$ cat src/design/irr_pkg.sv
// irr_pkg: constants and types for the interrupt request registers
// assumes an apb slave with 32-bit data and word-aligned registers
package irr_pkg;

    localparam int          ADDR_W        = 16;
    localparam int          DATA_W        = 32;
    localparam int          REG_W         = 8;
    localparam int          GRP_N         = 3;
    localparam int          SRC_W         = 5;

    // register indices; byte address is four times the index
    localparam logic [11:0] IDX_TIMER_ADC = 12'hfc0;
    localparam logic [11:0] IDX_PORT_A    = 12'hfc3;
    localparam logic [11:0] IDX_PORT_C    = 12'hfc6;
    localparam logic [11:0] IDX_CONTROL   = 12'hfc8;
    localparam logic [11:0] IDX_EVT_STAT  = 12'hfc9;
    localparam logic [11:0] IDX_EVT_MASK  = 12'hfca;

    // bit positions
    localparam int          BIT_TIMER1    = 6;
    localparam int          BIT_TIMER0    = 5;
    localparam int          BIT_CONVERTER = 0;
    localparam int          BIT_PA_SHARED = 6;
    localparam int          BIT_ENABLE    = 0;

    // writable bit masks; other bits are reserved and read zero
    localparam logic [7:0]  WMASK_TIMER_ADC = 8'h61;
    localparam logic [7:0]  WMASK_PORT_A    = 8'hff;
    localparam logic [7:0]  WMASK_PORT_C    = 8'h0f;

    localparam logic [7:0]  RST_REQ       = 8'h00;
    localparam logic [2:0]  RST_EVT       = 3'h0;

    typedef enum logic [2:0] {
        IRR_SEL_NONE  = 3'b000,
        IRR_SEL_REQ0  = 3'b001,
        IRR_SEL_REQ1  = 3'b010,
        IRR_SEL_REQ2  = 3'b011,
        IRR_SEL_CTRL  = 3'b100,
        IRR_SEL_STAT  = 3'b101,
        IRR_SEL_MASK  = 3'b110
    } irr_sel_e;

    typedef struct packed {
        logic [GRP_N-1:0][REG_W-1:0] req;
        logic                        global_enable;
        logic [GRP_N-1:0]            evt_status;
        logic [GRP_N-1:0]            evt_mask;
        logic [DATA_W-1:0]           prdata;
    } irr_state_s;

endpackage

$ cat src/design/irr_top.sv
// irr_top: three pending-request registers behind an apb slave
// assumes one-cycle request pulses synchronous to pclk and a core ack port
//
// Decided for this implementation: the APB slave port.
`timescale 1ns/100ps

// Overview of operation
// RULE_01: a request pulse sets its source bit, which stays set until cleared.
// RULE_02: with global enable on, pending requests go to the core.
// RULE_03: with global enable off, requests still latch and read back for polling.
// RULE_04: first register: timer1 bit 6, timer0 bit 5, converter bit 0.
// RULE_05: second register: port a pin n in bit n; bit 6 shared with comparator.
// RULE_06: third register: port c pins 3 to 0 in bits 3 to 0.
// RULE_07: a request bit reads 1 while pending, 0 otherwise.
// RULE_08: software writes zero to reserved bits of first and third registers.
// RULE_09: watchdog and oscillator-fail traps are not held in these registers.
// RULE_10: each source gives a one-cycle pulse which the register captures.
// RULE_11: a core acknowledge clears the acknowledged source's request bit; an APB write to the same register in that cycle wins and the ack is lost.
// RULE_12: software writing 0 to a request bit clears it.
// RULE_13: software writing 1 to a request bit raises a request.
// RULE_14: hardware set beats software clear in the same cycle.
module irr_top
    import irr_pkg::*;
(
    input  wire logic              pclk,
    input  wire logic              presetn,
    input  wire logic              psel,
    input  wire logic              penable,
    input  wire logic              pwrite,
    input  wire logic [ADDR_W-1:0] paddr,
    input  wire logic [DATA_W-1:0] pwdata,
    input  wire logic [3:0]        pstrb,
    output logic [DATA_W-1:0]      prdata,
    output logic                   pready,
    output logic                   pslverr,
    input  wire logic              timer1_pulse,
    input  wire logic              timer0_pulse,
    input  wire logic              converter_pulse,
    input  wire logic [7:0]        porta_pulse,
    input  wire logic              comparator_pulse,
    input  wire logic [3:0]        portc_pulse,
    input  wire logic              ack_valid,
    input  wire logic [SRC_W-1:0]  ack_source,
    output logic                   core_request,
    output logic [7:0]             timer_adc_request,
    output logic [7:0]             port_a_request,
    output logic [7:0]             port_c_request,
    output logic                   irq
);

    irr_state_s state;
    irr_state_s next_state;

    logic [GRP_N-1:0][REG_W-1:0] hw_set;
    logic [GRP_N-1:0][REG_W-1:0] ack_clr;
    logic [GRP_N-1:0][REG_W-1:0] wmask;
    irr_sel_e                    sel;
    logic                        wr_en;
    logic                        setup_en;
    logic [GRP_N-1:0][REG_W-1:0] req_next;

    // select code of a request group, used by the write path
    function automatic irr_sel_e grp_sel(input int g);
        case (g)
            0:       return IRR_SEL_REQ0;
            1:       return IRR_SEL_REQ1;
            2:       return IRR_SEL_REQ2;
            default: return IRR_SEL_NONE;
        endcase
    endfunction

    // address decode, used for both read and write
    function automatic irr_sel_e decode(input logic [ADDR_W-1:0] a);
        logic [11:0] idx;
        idx = a[13:2];
        if (a[1:0] != 2'h0 || a[ADDR_W-1:14] != 2'h0)
            return IRR_SEL_NONE;
        case (idx)
            IDX_TIMER_ADC: return IRR_SEL_REQ0;
            IDX_PORT_A:    return IRR_SEL_REQ1;
            IDX_PORT_C:    return IRR_SEL_REQ2;
            IDX_CONTROL:   return IRR_SEL_CTRL;
            IDX_EVT_STAT:  return IRR_SEL_STAT;
            IDX_EVT_MASK:  return IRR_SEL_MASK;
            default:       return IRR_SEL_NONE;
        endcase
    endfunction

    assign sel      = decode(paddr);
    assign wr_en    = psel && penable && pwrite && pstrb[0] && (sel != IRR_SEL_NONE);
    assign setup_en = psel && !penable;

    assign wmask[0] = WMASK_TIMER_ADC;
    assign wmask[1] = WMASK_PORT_A;
    assign wmask[2] = WMASK_PORT_C;

    // hardware request pulses mapped to bit positions
    always_comb
    begin
        hw_set = '0;
        hw_set[0][BIT_TIMER1]    = timer1_pulse;                        // RULE_04
        hw_set[0][BIT_TIMER0]    = timer0_pulse;                        // RULE_04
        hw_set[0][BIT_CONVERTER] = converter_pulse;                     // RULE_04
        hw_set[1]                = porta_pulse;                         // RULE_05
        hw_set[1][BIT_PA_SHARED] = porta_pulse[BIT_PA_SHARED] | comparator_pulse; // RULE_05
        hw_set[2]                = {4'h0, portc_pulse} & WMASK_PORT_C;  // RULE_06
    end

    // acknowledge decode: source = group * 8 + bit
    always_comb
    begin
        ack_clr = '0;
        if (ack_valid && ack_source[4:3] < 2'(GRP_N))
            ack_clr[ack_source[4:3]][ack_source[2:0]] = 1'b1;           // RULE_11
    end

    // per-group request update: write or ack, then hardware set on top
    for (genvar g = 0; g < GRP_N; g++)
    begin : g_req
        logic             wr_hit;
        logic [REG_W-1:0] kept;
        assign wr_hit      = wr_en && (sel == grp_sel(g));
        assign kept        = wr_hit ? (pwdata[REG_W-1:0] & wmask[g])    // RULE_12 RULE_13
                                    : (state.req[g] & ~ack_clr[g]);      // RULE_11
        assign req_next[g] = (kept | hw_set[g]) & wmask[g];             // RULE_01 RULE_10 RULE_14
    end

    always_comb
    begin
        next_state     = state;
        next_state.req = req_next;
        if (wr_en && sel == IRR_SEL_CTRL)
            next_state.global_enable = pwdata[BIT_ENABLE];
        if (wr_en && sel == IRR_SEL_MASK)
            next_state.evt_mask = pwdata[GRP_N-1:0];
        if (wr_en && sel == IRR_SEL_STAT)
            next_state.evt_status = state.evt_status & ~pwdata[GRP_N-1:0];
        for (int g = 0; g < GRP_N; g++)
            if (|hw_set[g])
                next_state.evt_status[g] = 1'b1;
        if (setup_en)
        begin
            next_state.prdata = '0;
            case (sel)
                IRR_SEL_REQ0: next_state.prdata[7:0] = state.req[0];   // RULE_03 RULE_07
                IRR_SEL_REQ1: next_state.prdata[7:0] = state.req[1];   // RULE_03 RULE_07
                IRR_SEL_REQ2: next_state.prdata[7:0] = state.req[2];   // RULE_03 RULE_07
                IRR_SEL_CTRL: next_state.prdata[BIT_ENABLE] = state.global_enable;
                IRR_SEL_STAT: next_state.prdata[GRP_N-1:0] = state.evt_status;
                IRR_SEL_MASK: next_state.prdata[GRP_N-1:0] = state.evt_mask;
                default:      next_state.prdata = '0;
            endcase
        end
    end

    always_ff @(posedge pclk or negedge presetn)
    begin
        if (!presetn)
        begin
            state.req           <= {GRP_N{RST_REQ}};
            state.global_enable <= 1'b0;
            state.evt_status    <= RST_EVT;
            state.evt_mask      <= RST_EVT;
            state.prdata        <= '0;
        end
        else
        begin
            state <= next_state;
        end
    end

    // watchdog and oscillator traps have no bits here
    assign timer_adc_request = state.req[0];                            // RULE_09
    assign port_a_request    = state.req[1];
    assign port_c_request    = state.req[2];
    assign core_request      = state.global_enable && (|state.req);     // RULE_02
    assign irq               = |(state.evt_status & state.evt_mask);
    assign prdata            = state.prdata;
    assign pready            = 1'b1;
    assign pslverr           = psel && penable && (sel == IRR_SEL_NONE);

endmodule // irr_top

$ cat config.mk
export PLATFORM = sky130hd
export DESIGN_NAME = irr_top
export DESIGN_NICKNAME = d
export VERILOG_FILES = /design/src/design/irr_pkg.sv /design/src/design/irr_top.sv
export SDC_FILE = /design/constraint.sdc
export NUM_CORES = 1
export LEC_CHECK = 0
export ABC_AREA = 1
export BUFFER_PORTS_ARGS = -buffer_cell sky130_fd_sc_hd__buf_2
export CAP_MARGIN = 15
export CORE_MARGIN = 2
export CORE_UTILIZATION = 40
export DETAILED_ROUTE_END_ITERATION = 10
export GPL_ROUTABILITY_DRIVEN = 0
export HOLD_SLACK_MARGIN = 0.02
export PLACE_DENSITY_LB_ADDON = 0.25
export SETUP_SLACK_MARGIN = 0.02
export SYNTH_ARGS = -nofsm -noshare
export SYNTH_HDL_FRONTEND = slang
export SYNTH_SLANG_ARGS = --single-unit
$ cat constraint.sdc
create_clock -name pclk -period 0.8 [get_ports pclk]
set_input_delay 0.04 -clock pclk [delete_from_list [all_inputs] [get_ports pclk]]
set_output_delay 0.04 -clock pclk [all_outputs]
set_load 0.02 [all_outputs]
==> impl_metrics.toml, run 1 <==
[sta]
fin_crit_sh = 2.02
fin_setup_tns_ns = -15.27
setup_slack_ns = -0.819
fmax_ghz = 0.618
min_period_ns = 1.62
rsz0062_at_grt = "yes"
hold_viol = 2
final_max_slew_viol_count = 0
finalSetupViolations = 56
whs_ns = -0.0379
finClkSkew_ns = 0.00827

[clocking]
clk_latency_ns = 0.30
htree_levels = 2
clkTransAtPathRegs_ns = 0.08
cts.path.max_buffers = 2
ctsHoldBuffers = 18
cts_tree = "done"
numClockSinks = 30
cts-root-buf = "clkbuf_8"
cts_buffers = 5

[logic_synthesis]
synth_compound_area_frac = 0.100
synthTopCellsByArea = "dfrtp_1 31%, buf_4 18%, nand2_1 14%"
synth_area_leader_cell = "dfrtp_1"
synth_top_family_by_area = "simple AND/OR/NAND/NOR gates"
synth_simple_gate_area_frac = 0.328
ys_seq_area_frac = 0.308
synthArstFlopShare = 1.00
synth_edf_count = 0
synth_common_cells = "89 x nand2_1, 57 x buf_4, 43 x inv_1, 31 x nor2_1, 30 x dfrtp_1"
yosys_warnings = 0
synth_xor_area_frac = 0
netlist_area_um2 = 2440
syn_inst = 349
ys_seq_elements = 30
synth_ff_type = "dfrtp_1"
synthMuxAreaShare = 0
netlist.area_leader.share = 0.308
synth_area_per_cell_um2 = 6.99
synth_most_common_cell = "nand2_1"
synth.distinct_cells = 29
synth_fa_ha_area_frac = 0

[setup_path]
required_ns = 0.76
critPathKind = "reg -> out"
crit_path_end_kind = "output pin"
cp-start-kind = "flip-flop"
path_max_fanout = 2
crit_arrival_ns = 1.58

[detailed_routing]
drt_iter0_drc = 310
drt-vias-per-instance = 5.21
drc = 0
drt.antenna.violating_nets = 0
wl_per_cell_um = 16.6
vias = 2969
wl_mm = 9.48
drt_pass1_iterations = 5

[grt]
grt_pass1_wl_mm = 12.4
grt_max_degree = 31
grt_overflow = 0
grt_use_total = 0.242
first_global_vias = 2548
antenna_found_initial = 0

[power]
combPwrFrac = 0.234
p_int_w = 0.00259
vdd.ir_drop.worst_v = 0.000761
p_leak_nw = 2.24
swShare = 0.320
power_per_cell_area_nw_per_um2 = 884
clkPwrFrac = 0.363
power_frac_seq = 0.403
switchingPower_w = 0.00122

[die]
start_util = 0.412
chipWidth_um = 82.1
core_um2 = 5920
die_h_um = 82.1
num_rows = 28
ios = 139
die-area_um2 = 6740

[placed_design]
port_buffers = 77
hpwl_mm = 5.21
dpl.cell_count = 513
dpl_cell_area_um2 = 2980

[final_layout]
drive_gt1_frac = 0.505
antenna_cells = 0
fin_cells = 570
synthToLayoutAreaGrowth_pct = 76.4
design_area_um2 = 4300
utilization = 0.727
fin_nets = 573

[hold_path]
hp-class = "in -> reg"

[status]
violations = "hold timing, setup timing"
status = "finished with violations"

[job]
drv_cap = 0
-- logic make-up after synthesis --
| group | count (synthesis) |
|---|---|
| and+or+nand+nor | 171 |
| buffers and inverters | 110 |
| AOI/OAI and AO/OA | 36 |
| DFF | 30 |
| other | 2 |
-- flip-flops by register name, summed over array words and instances (netlist names) --
| register | count |
|---|---|
| timer_adc_request | 3 |
| prdata | 8 |
| port_c_request | 4 |
| port_a_request | 8 |
| state | 7 |
-- timing repair --
action	in CTS	in global routing
endpoints found under the hold margin	49	2
setup buffers	24	15
setup endpoints to repair	56	56
resized for setup	148	47
pin swaps	39	37
cloned	1	0
-- worst max-delay path, cell delays in order, from the launching register on --
cell	delay [ns]
dfrtp_1	0.41
inv_1	0.09
nand4_1	0.19
nor4_4	0.25
a31oi_2	0.15
buf_2	0.18
-- layout make-up --
class,count,area (µm²)
fill,418,1620
sequential,30,752
clock inverter,2,12.5
timing repair buffer,165,1520
tap,75,93.8
inverter,50,228
clock buffer,6,82.6
multi-input combinational,242,1620
-- routing by layer --
| metal | global-route usage | vias up | share of wire |
|---|---|---|---|
| met5 | 0 | - | 0 |
| met4 | 0.0783 | 0 | 0.042 |
| met3 | 0.0326 | 46 | 0.096 |
| met2 | 0.405 | 210 | 0.49 |
| met1 | 0.324 | 1396 | 0.37 |
| li1 | - | 1317 | - |
-- final timing paths --
path,slack [ns],depth (start not counted),from,endpoint
min in group asynchronous,0.24,3,presetn,port_a_request[6]
max reg2reg,-0.48,8,port_a_request[0],prdata[0]
min,-0.04,3,comparator_pulse,port_a_request[6]
min reg2reg,0.51,2,prdata[1],prdata[1]
max in group asynchronous,0.37,3,presetn,state[32]
max,-0.82,5,port_a_request[0],core_request
-- per-stage QoR --
step | hold slack, ns | total power [W] | worst slack [ns]
after floorplan | -0.256 | 0.00202 | -0.472
after global placement | 0.00407 | 0.00217 | -0.675
after detailed placement | 0.00721 | 0.00218 | -0.724
after CTS | -0.0381 | 0.00371 | -0.715
after global routing | -0.0265 | 0.00392 | -0.830
final | -0.0379 | 0.00381 | -0.819
-- cells in the final DEF, fill, tap and decap left out, types with 2 or more instances in the layout --
master	count
nor4_1	2
nand2_1	67
clkbuf_8	6
nor2_1	18
nand4_1	8
nand3_2	5
inv_6	3
buf_8	5
o211ai_2	5
buf_6	58
o22ai_2	2
a21oi_1	8
a31oi_1	4
inv_2	7
nor3_1	8
o21ai_2	7
nor4_2	2
nand2_4	11
buf_2	38
conb_1	34
buf_12	6
a31oi_4	2
a21boi_0	3
nor2_2	4
nand3_4	10
nand2_2	12
dlygate4sd3_1	18
inv_1	36
nand3_1	8
nor2_4	14
inv_4	2
dfrtp_1	29
buf_4	40
-- power by group through the flow --
stage	combinational [W]	clock [W]	sequential, W
finish	0.000891	0.00138	0.00153
global route	0.000955	0.00143	0.00153
CTS	0.000819	0.00136	0.00153
detailed placement	0.000617	0	0.00156
global placement	0.000610	0	0.00156
floorplan	0.000461	0	0.00156
Power figures use the tool's default switching activity.
==> inputs of run 2 (changes only) <==
--- a/config.mk
+++ b/config.mk
@@ -14,7 +14,7 @@
 export GPL_ROUTABILITY_DRIVEN = 0
 export HOLD_SLACK_MARGIN = 0.02
 export PLACE_DENSITY_LB_ADDON = 0.25
-export SETUP_SLACK_MARGIN = 0.02
+export SETUP_SLACK_MARGIN = 0.05
 export SYNTH_ARGS = -nofsm -noshare
 export SYNTH_HDL_FRONTEND = slang
 export SYNTH_SLANG_ARGS = --single-unit
==> run 2 against run 1 <==
Net effect:
- the run still ends with hold timing, setup timing left
- critical path depth is the same
- worst setup slack gained 0.070 ns
- power is essentially flat
- sequential share of layout area grew 0.056 points
- count of clock-buffer cells in the layout is the same
- die area is the same
- flip-flop and latch count is the same
- clock skew shrank 0.0051 ns
- cell count shrank 0.53%
- maximum frequency grew 4.5%
- first-iteration DRC count shrank 29%
- non-clock buffer count shrank 3
- critical path type unchanged
- largest cell class unchanged
==> impl_metrics.toml, run 2 (same netlist as run 1, synthesis figures left out) <==
[clocking]
cts-root-buf = "clkbuf_8"
cts_tree = "done"
cts_buffers = 5
htree_levels = 2
clk_latency_ns = 0.29
clkTransAtPathRegs_ns = 0.07
numClockSinks = 30
ctsHoldBuffers = 15
cts.path.max_buffers = 2

[setup_path]
critPathKind = "reg -> out"
path_max_fanout = 2
cp-start-kind = "flip-flop"
timing.rr.start = "port_c_request[0]"
reg2reg_to = "prdata[0]"
rrSetupSlack_ns = -0.26
cpPeakStageDelay_ns = 0.39
path_cells = "inv_1 > nand4_1 > nor4_4 > a31oi_2 > buf_2"
slowest_stage = "dfrtp_1"
required_ns = 0.76
rr_worst_depth = 7
crit_path_end_kind = "output pin"
crit_arrival_ns = 1.51

[detailed_routing]
drc = 0
vias = 2822
drt_pass1_iterations = 5
drt_iter0_drc = 221
drt.antenna.violating_nets = 0
wl_mm = 8.70
wl_per_cell_um = 15.3
drt-vias-per-instance = 4.98

[grt]
grt_overflow = 0
grt_max_degree = 31
first_global_vias = 2583
antenna_found_initial = 0
grt_pass1_wl_mm = 12.2
grt_use_total = 0.236

[power]
vdd.ir_drop.worst_v = 0.000622
p_leak_nw = 2.26
power_per_cell_area_nw_per_um2 = 887

[hold_path]
holdPathStages = 3
min-delay-start = "portc_pulse[0]"
hp-class = "in -> reg"
hold_path_end = "port_c_request[0]"

[final_layout]
final_common_cell = "buf_6"
antenna_cells = 0
synthToLayoutAreaGrowth_pct = 75.8
fillCellCount = 417
most-common-layout-cells = "59 x buf_6, 57 x nand2_1, 41 x buf_2"
utilization = 0.725
drive_gt1_frac = 0.528
fin_nets = 570

[sta]
final_max_slew_viol_count = 0
rsz0062_at_grt = "yes"
fin_crit_sh = 1.94
fmax_ghz = 0.646
finClkSkew_ns = 0.00317
min_period_ns = 1.55
hold_viol = 3
finalSetupViolations = 56
fin_setup_tns_ns = -13.68
setup_slack_ns = -0.749
whs_ns = -0.0280

[placed_design]
port_buffers = 77
pre_cts_slack_ns = -0.726
hpwl_mm = 5.37

[die]
ios = 139
die-area_um2 = 6740
start_util = 0.412
core_um2 = 5920
num_rows = 28
die_h_um = 82.1
chipWidth_um = 82.1

[job]
drv_cap = 0

[status]
status = "finished with violations"
violations = "hold timing, setup timing"
## run 2: cell types whose count changed in the layout (fill, tap and decap cells not counted), sizes merged
| cell | delta |
|---|---|
| dlygate4sd3 | -3 |
| inv | -1 |
| clkinv | +1 |
## run 2: per-stage QoR
stage               std cells  cell area, µm²  power, W
finish                    567            4290   0.00381
global route              567            4290   0.00392
CTS                       560            3930   0.00367
detailed placement        517            3010   0.00219
global placement          517            3010   0.00218
floorplan                 381            2630   0.00202
## run 2: per-layer routing
| metal | vias up | share of wire | track usage |
|---|---|---|---|
| met2 | 157 | 0.51 | 0.411 |
| met4 | 0 | 0.023 | 0.0717 |
| li1 | 1308 | - | - |
| met3 | 25 | 0.071 | 0.0554 |
| met5 | - | 0 | 0 |
| met1 | 1332 | 0.39 | 0.291 |
## run 2: repair_timing
item	CTS	global route
resized for setup	147	71
pin swaps	46	42
endpoints found under the hold margin	50	6
endpoints found under the setup margin	56	56
buffers inserted	23	13
gates cloned	1	0
## run 2: worst max-delay path by stage
stage | end | cells past startpoint | start
final | core_request | 5 | port_a_request[4]
after global routing | core_request | 5 | port_a_request[4]
after CTS | core_request | 5 | port_a_request[4]
after detailed placement | prdata[2] | 14 | paddr[7]
after global placement | prdata[2] | 14 | paddr[7]
after floorplan | port_a_request[2] | 13 | paddr[7]
## run 2: where the power goes
part           internal, W  switching (W)
registers          0.00152     0.00000884
clock network     0.000692       0.000675
logic             0.000371       0.000535
## run 2: cell type report
type	count	area, µm²	area share
Inverter	50	233	0.0542
Clock buffer	6	82.6	0.0192
Tap cell	75	93.8	0.0219
Timing Repair Buffer	162	1450	0.339
Sequential cell	30	752	0.175
Multi-Input combinational cell	242	1660	0.388
Clock inverter	2	12.5	0.00292
## run 2: worst max-delay path: cells and delay by family (launching register included)
| family | cells | cell delay, ns |
|---|---|---|
| flip-flops | 1 | 0.39 |
| AND/OR/NAND/NOR | 2 | 0.40 |
| AO/OA/AOI/OAI | 1 | 0.15 |
| buffers and inverters | 2 | 0.27 |
==> inputs of run 3 (changes only) <==
--- a/config.mk
+++ b/config.mk
@@ -10,6 +10,7 @@
 export CAP_MARGIN = 15
 export CORE_MARGIN = 2
 export CORE_UTILIZATION = 40
+export CTS_BUF_LIST = sky130_fd_sc_hd__clkbuf_16
 export DETAILED_ROUTE_END_ITERATION = 10
 export GPL_ROUTABILITY_DRIVEN = 0
 export HOLD_SLACK_MARGIN = 0.02
==> constraint.sdc (replaced) <==
create_clock -name pclk -period 0.8 [get_ports pclk]
set_input_delay 0.2 -clock pclk [delete_from_list [all_inputs] [get_ports pclk]]
set_output_delay 0.2 -clock pclk [all_outputs]
set_load 0.02 [all_outputs]
==> run 3 against run 2 <==
Net effect:
- critical path type unchanged
- largest power group is now the clock network
- maximum frequency is 8.8% lower
- sequential share of layout area grew 0.38 points
- cell count increased by 1.2%
- largest cell class unchanged
- flip-flop and latch count unchanged
- utilization is 1.7 points lower
- the run ends with setup timing left
- design area down 2.3%
- first-iteration DRC count increased by 12%
- combinational power down 12%
==> impl_metrics.toml, run 3 (same netlist as run 1, synthesis figures left out) <==
[sta]
setup_slack_ns = -0.899
fin_crit_sh = 2.12
fin_setup_tns_ns = -27.11
rsz0062_at_grt = "yes"
hold_viol = 0
finalSetupViolations = 56
fmax_ghz = 0.589
min_period_ns = 1.70
finClkSkew_ns = 0.00380
final_max_slew_viol_count = 0

[grt]
grt_overflow = 0
grt_pass1_wl_mm = 12.6
first_global_vias = 2555
antenna_found_initial = 0
grt_max_degree = 24
grt_use_total = 0.247

[setup_path]
cpPeakStageDelay_ns = 0.38
crit_path_end_kind = "output pin"
timing.rr.start = "port_a_request[6]"
cp-start-kind = "flip-flop"
path_cells = "inv_1 > nand4_1 > nor4_4 > a31oi_2 > buf_2"
path_max_fanout = 2
cp_num_buf_inv = 2
critPathKind = "reg -> out"
crit_arrival_ns = 1.50
slowest_stage = "dfrtp_1"
path_delay_family = "simple AND/OR/NAND/NOR gates"
required_ns = 0.60
cp-startpoint = "port_a_request[4]"

[die]
ios = 139
die_h_um = 82.1
start_util = 0.412
die-area_um2 = 6740
num_rows = 28
chipWidth_um = 82.1
core_um2 = 5920

[detailed_routing]
wl_per_cell_um = 16.9
vias = 2980
drt_iter0_drc = 248
drt_pass1_iterations = 7
wl_mm = 9.69
drt.antenna.violating_nets = 0
drc = 0
drt-vias-per-instance = 5.19

[placed_design]
dpl_cell_area_um2 = 3050
port_buffers = 77
dpl.cell_count = 523
hpwl_mm = 5.58

[final_layout]
antenna_cells = 0
regArea_um2 = 751
drive_gt1_frac = 0.539
fin_nets = 577
design_area_um2 = 4190
most-common-layout-cells = "64 x buf_6, 62 x nand2_1, 56 x buf_4"
final_common_cell = "buf_6"
fin_cells = 574
fillCellCount = 428
utilization = 0.708
multiInputGateArea_um2 = 1560
synthToLayoutAreaGrowth_pct = 71.8

[power]
vdd.ir_drop.worst_v = 0.00135
p_leak_nw = 2.24
power_w = 0.00425
power_per_cell_area_nw_per_um2 = 1010

[clocking]
htree_levels = 2
numClockSinks = 30
cts-root-buf = "clkbuf_16"
clkTransAtPathRegs_ns = 0.06
cts_buffers = 5
clk_latency_ns = 0.28
cts_tree = "done"
cts.path.max_buffers = 2

[hold_path]
min-delay-start = "portc_pulse[3]"
hp-class = "in -> reg"

[job]
drv_cap = 0

[status]
status = "finished with violations"
violations = "setup timing"
[run 3: cell types whose count changed in the layout (fill, tap and decap cells not counted), moves of 4 or more]
cell,previous run,this run
nand2_4,14,10
buf_6,59,64
buf_4,39,56
clkbuf_8,6,0
dlygate4sd3_1,15,1
nor2_4,15,10
clkbuf_16,0,5
nand2_1,57,62
[run 3: path summary, 6_finish.rpt]
path,slack (ns),to,cells past startpoint
max,-0.90,core_request,5
min,0.12,port_c_request[3],3
max reg2reg,-0.39,port_a_request[6],4
min reg2reg,0.52,prdata[6],2
max in group asynchronous,0.14,state[34],3
min in group asynchronous,0.30,prdata[1],2
[run 3: metrics by stage]
| step | worst slack (ns) | hold WS, ns |
|---|---|---|
| 2_1_floorplan | -0.632 | -0.0956 |
| 3_3_place_gp | -0.841 | 0.0635 |
| 3_5_place_dp | -0.883 | 0.0626 |
| 4_1_cts | -0.832 | 0.122 |
| 5_1_grt | -0.913 | 0.133 |
| 6_report | -0.899 | 0.118 |
[run 3: routing by layer]
metal,GRT usage,share of wire
met3,0.0587,0.096
met1,0.315,0.36
met4,0.0733,0.045
met5,0,0
met2,0.416,0.50
[run 3: worst register-to-register path, stage by stage (launching register included)]
cell      delay (ns)
dfrtp_1         0.40
buf_6           0.14
a21boi_0        0.39
nand2_4         0.08
o211ai_2        0.09
[run 3: final cells by class]
class / count / share of cell area
multi-input cells: 242 / 0.373
flip-flops and latches: 30 / 0.179
repair buffers: 169 / 0.342
well taps: 75 / 0.0224
clock buffers: 5 / 0.0299
inverters: 50 / 0.0501
clock inverters: 3 / 0.00388
[run 3: power breakdown]
group / internal [W] / leakage, nW / switching, W
Combinational: 0.000300 / 1.86 / 0.000496
Clock: 0.00114 / 0.0672 / 0.000780
Sequential: 0.00153 / 0.306 / 0.00000866
[run 3: what timing repair did]
action,in CTS,in global routing
cloned,1,0
setup buffers,28,27
hold endpoints to repair,9,0
gates resized for setup,113,72
endpoints found under the setup margin,56,79
hold buffers,1,0
pin swaps,35,42
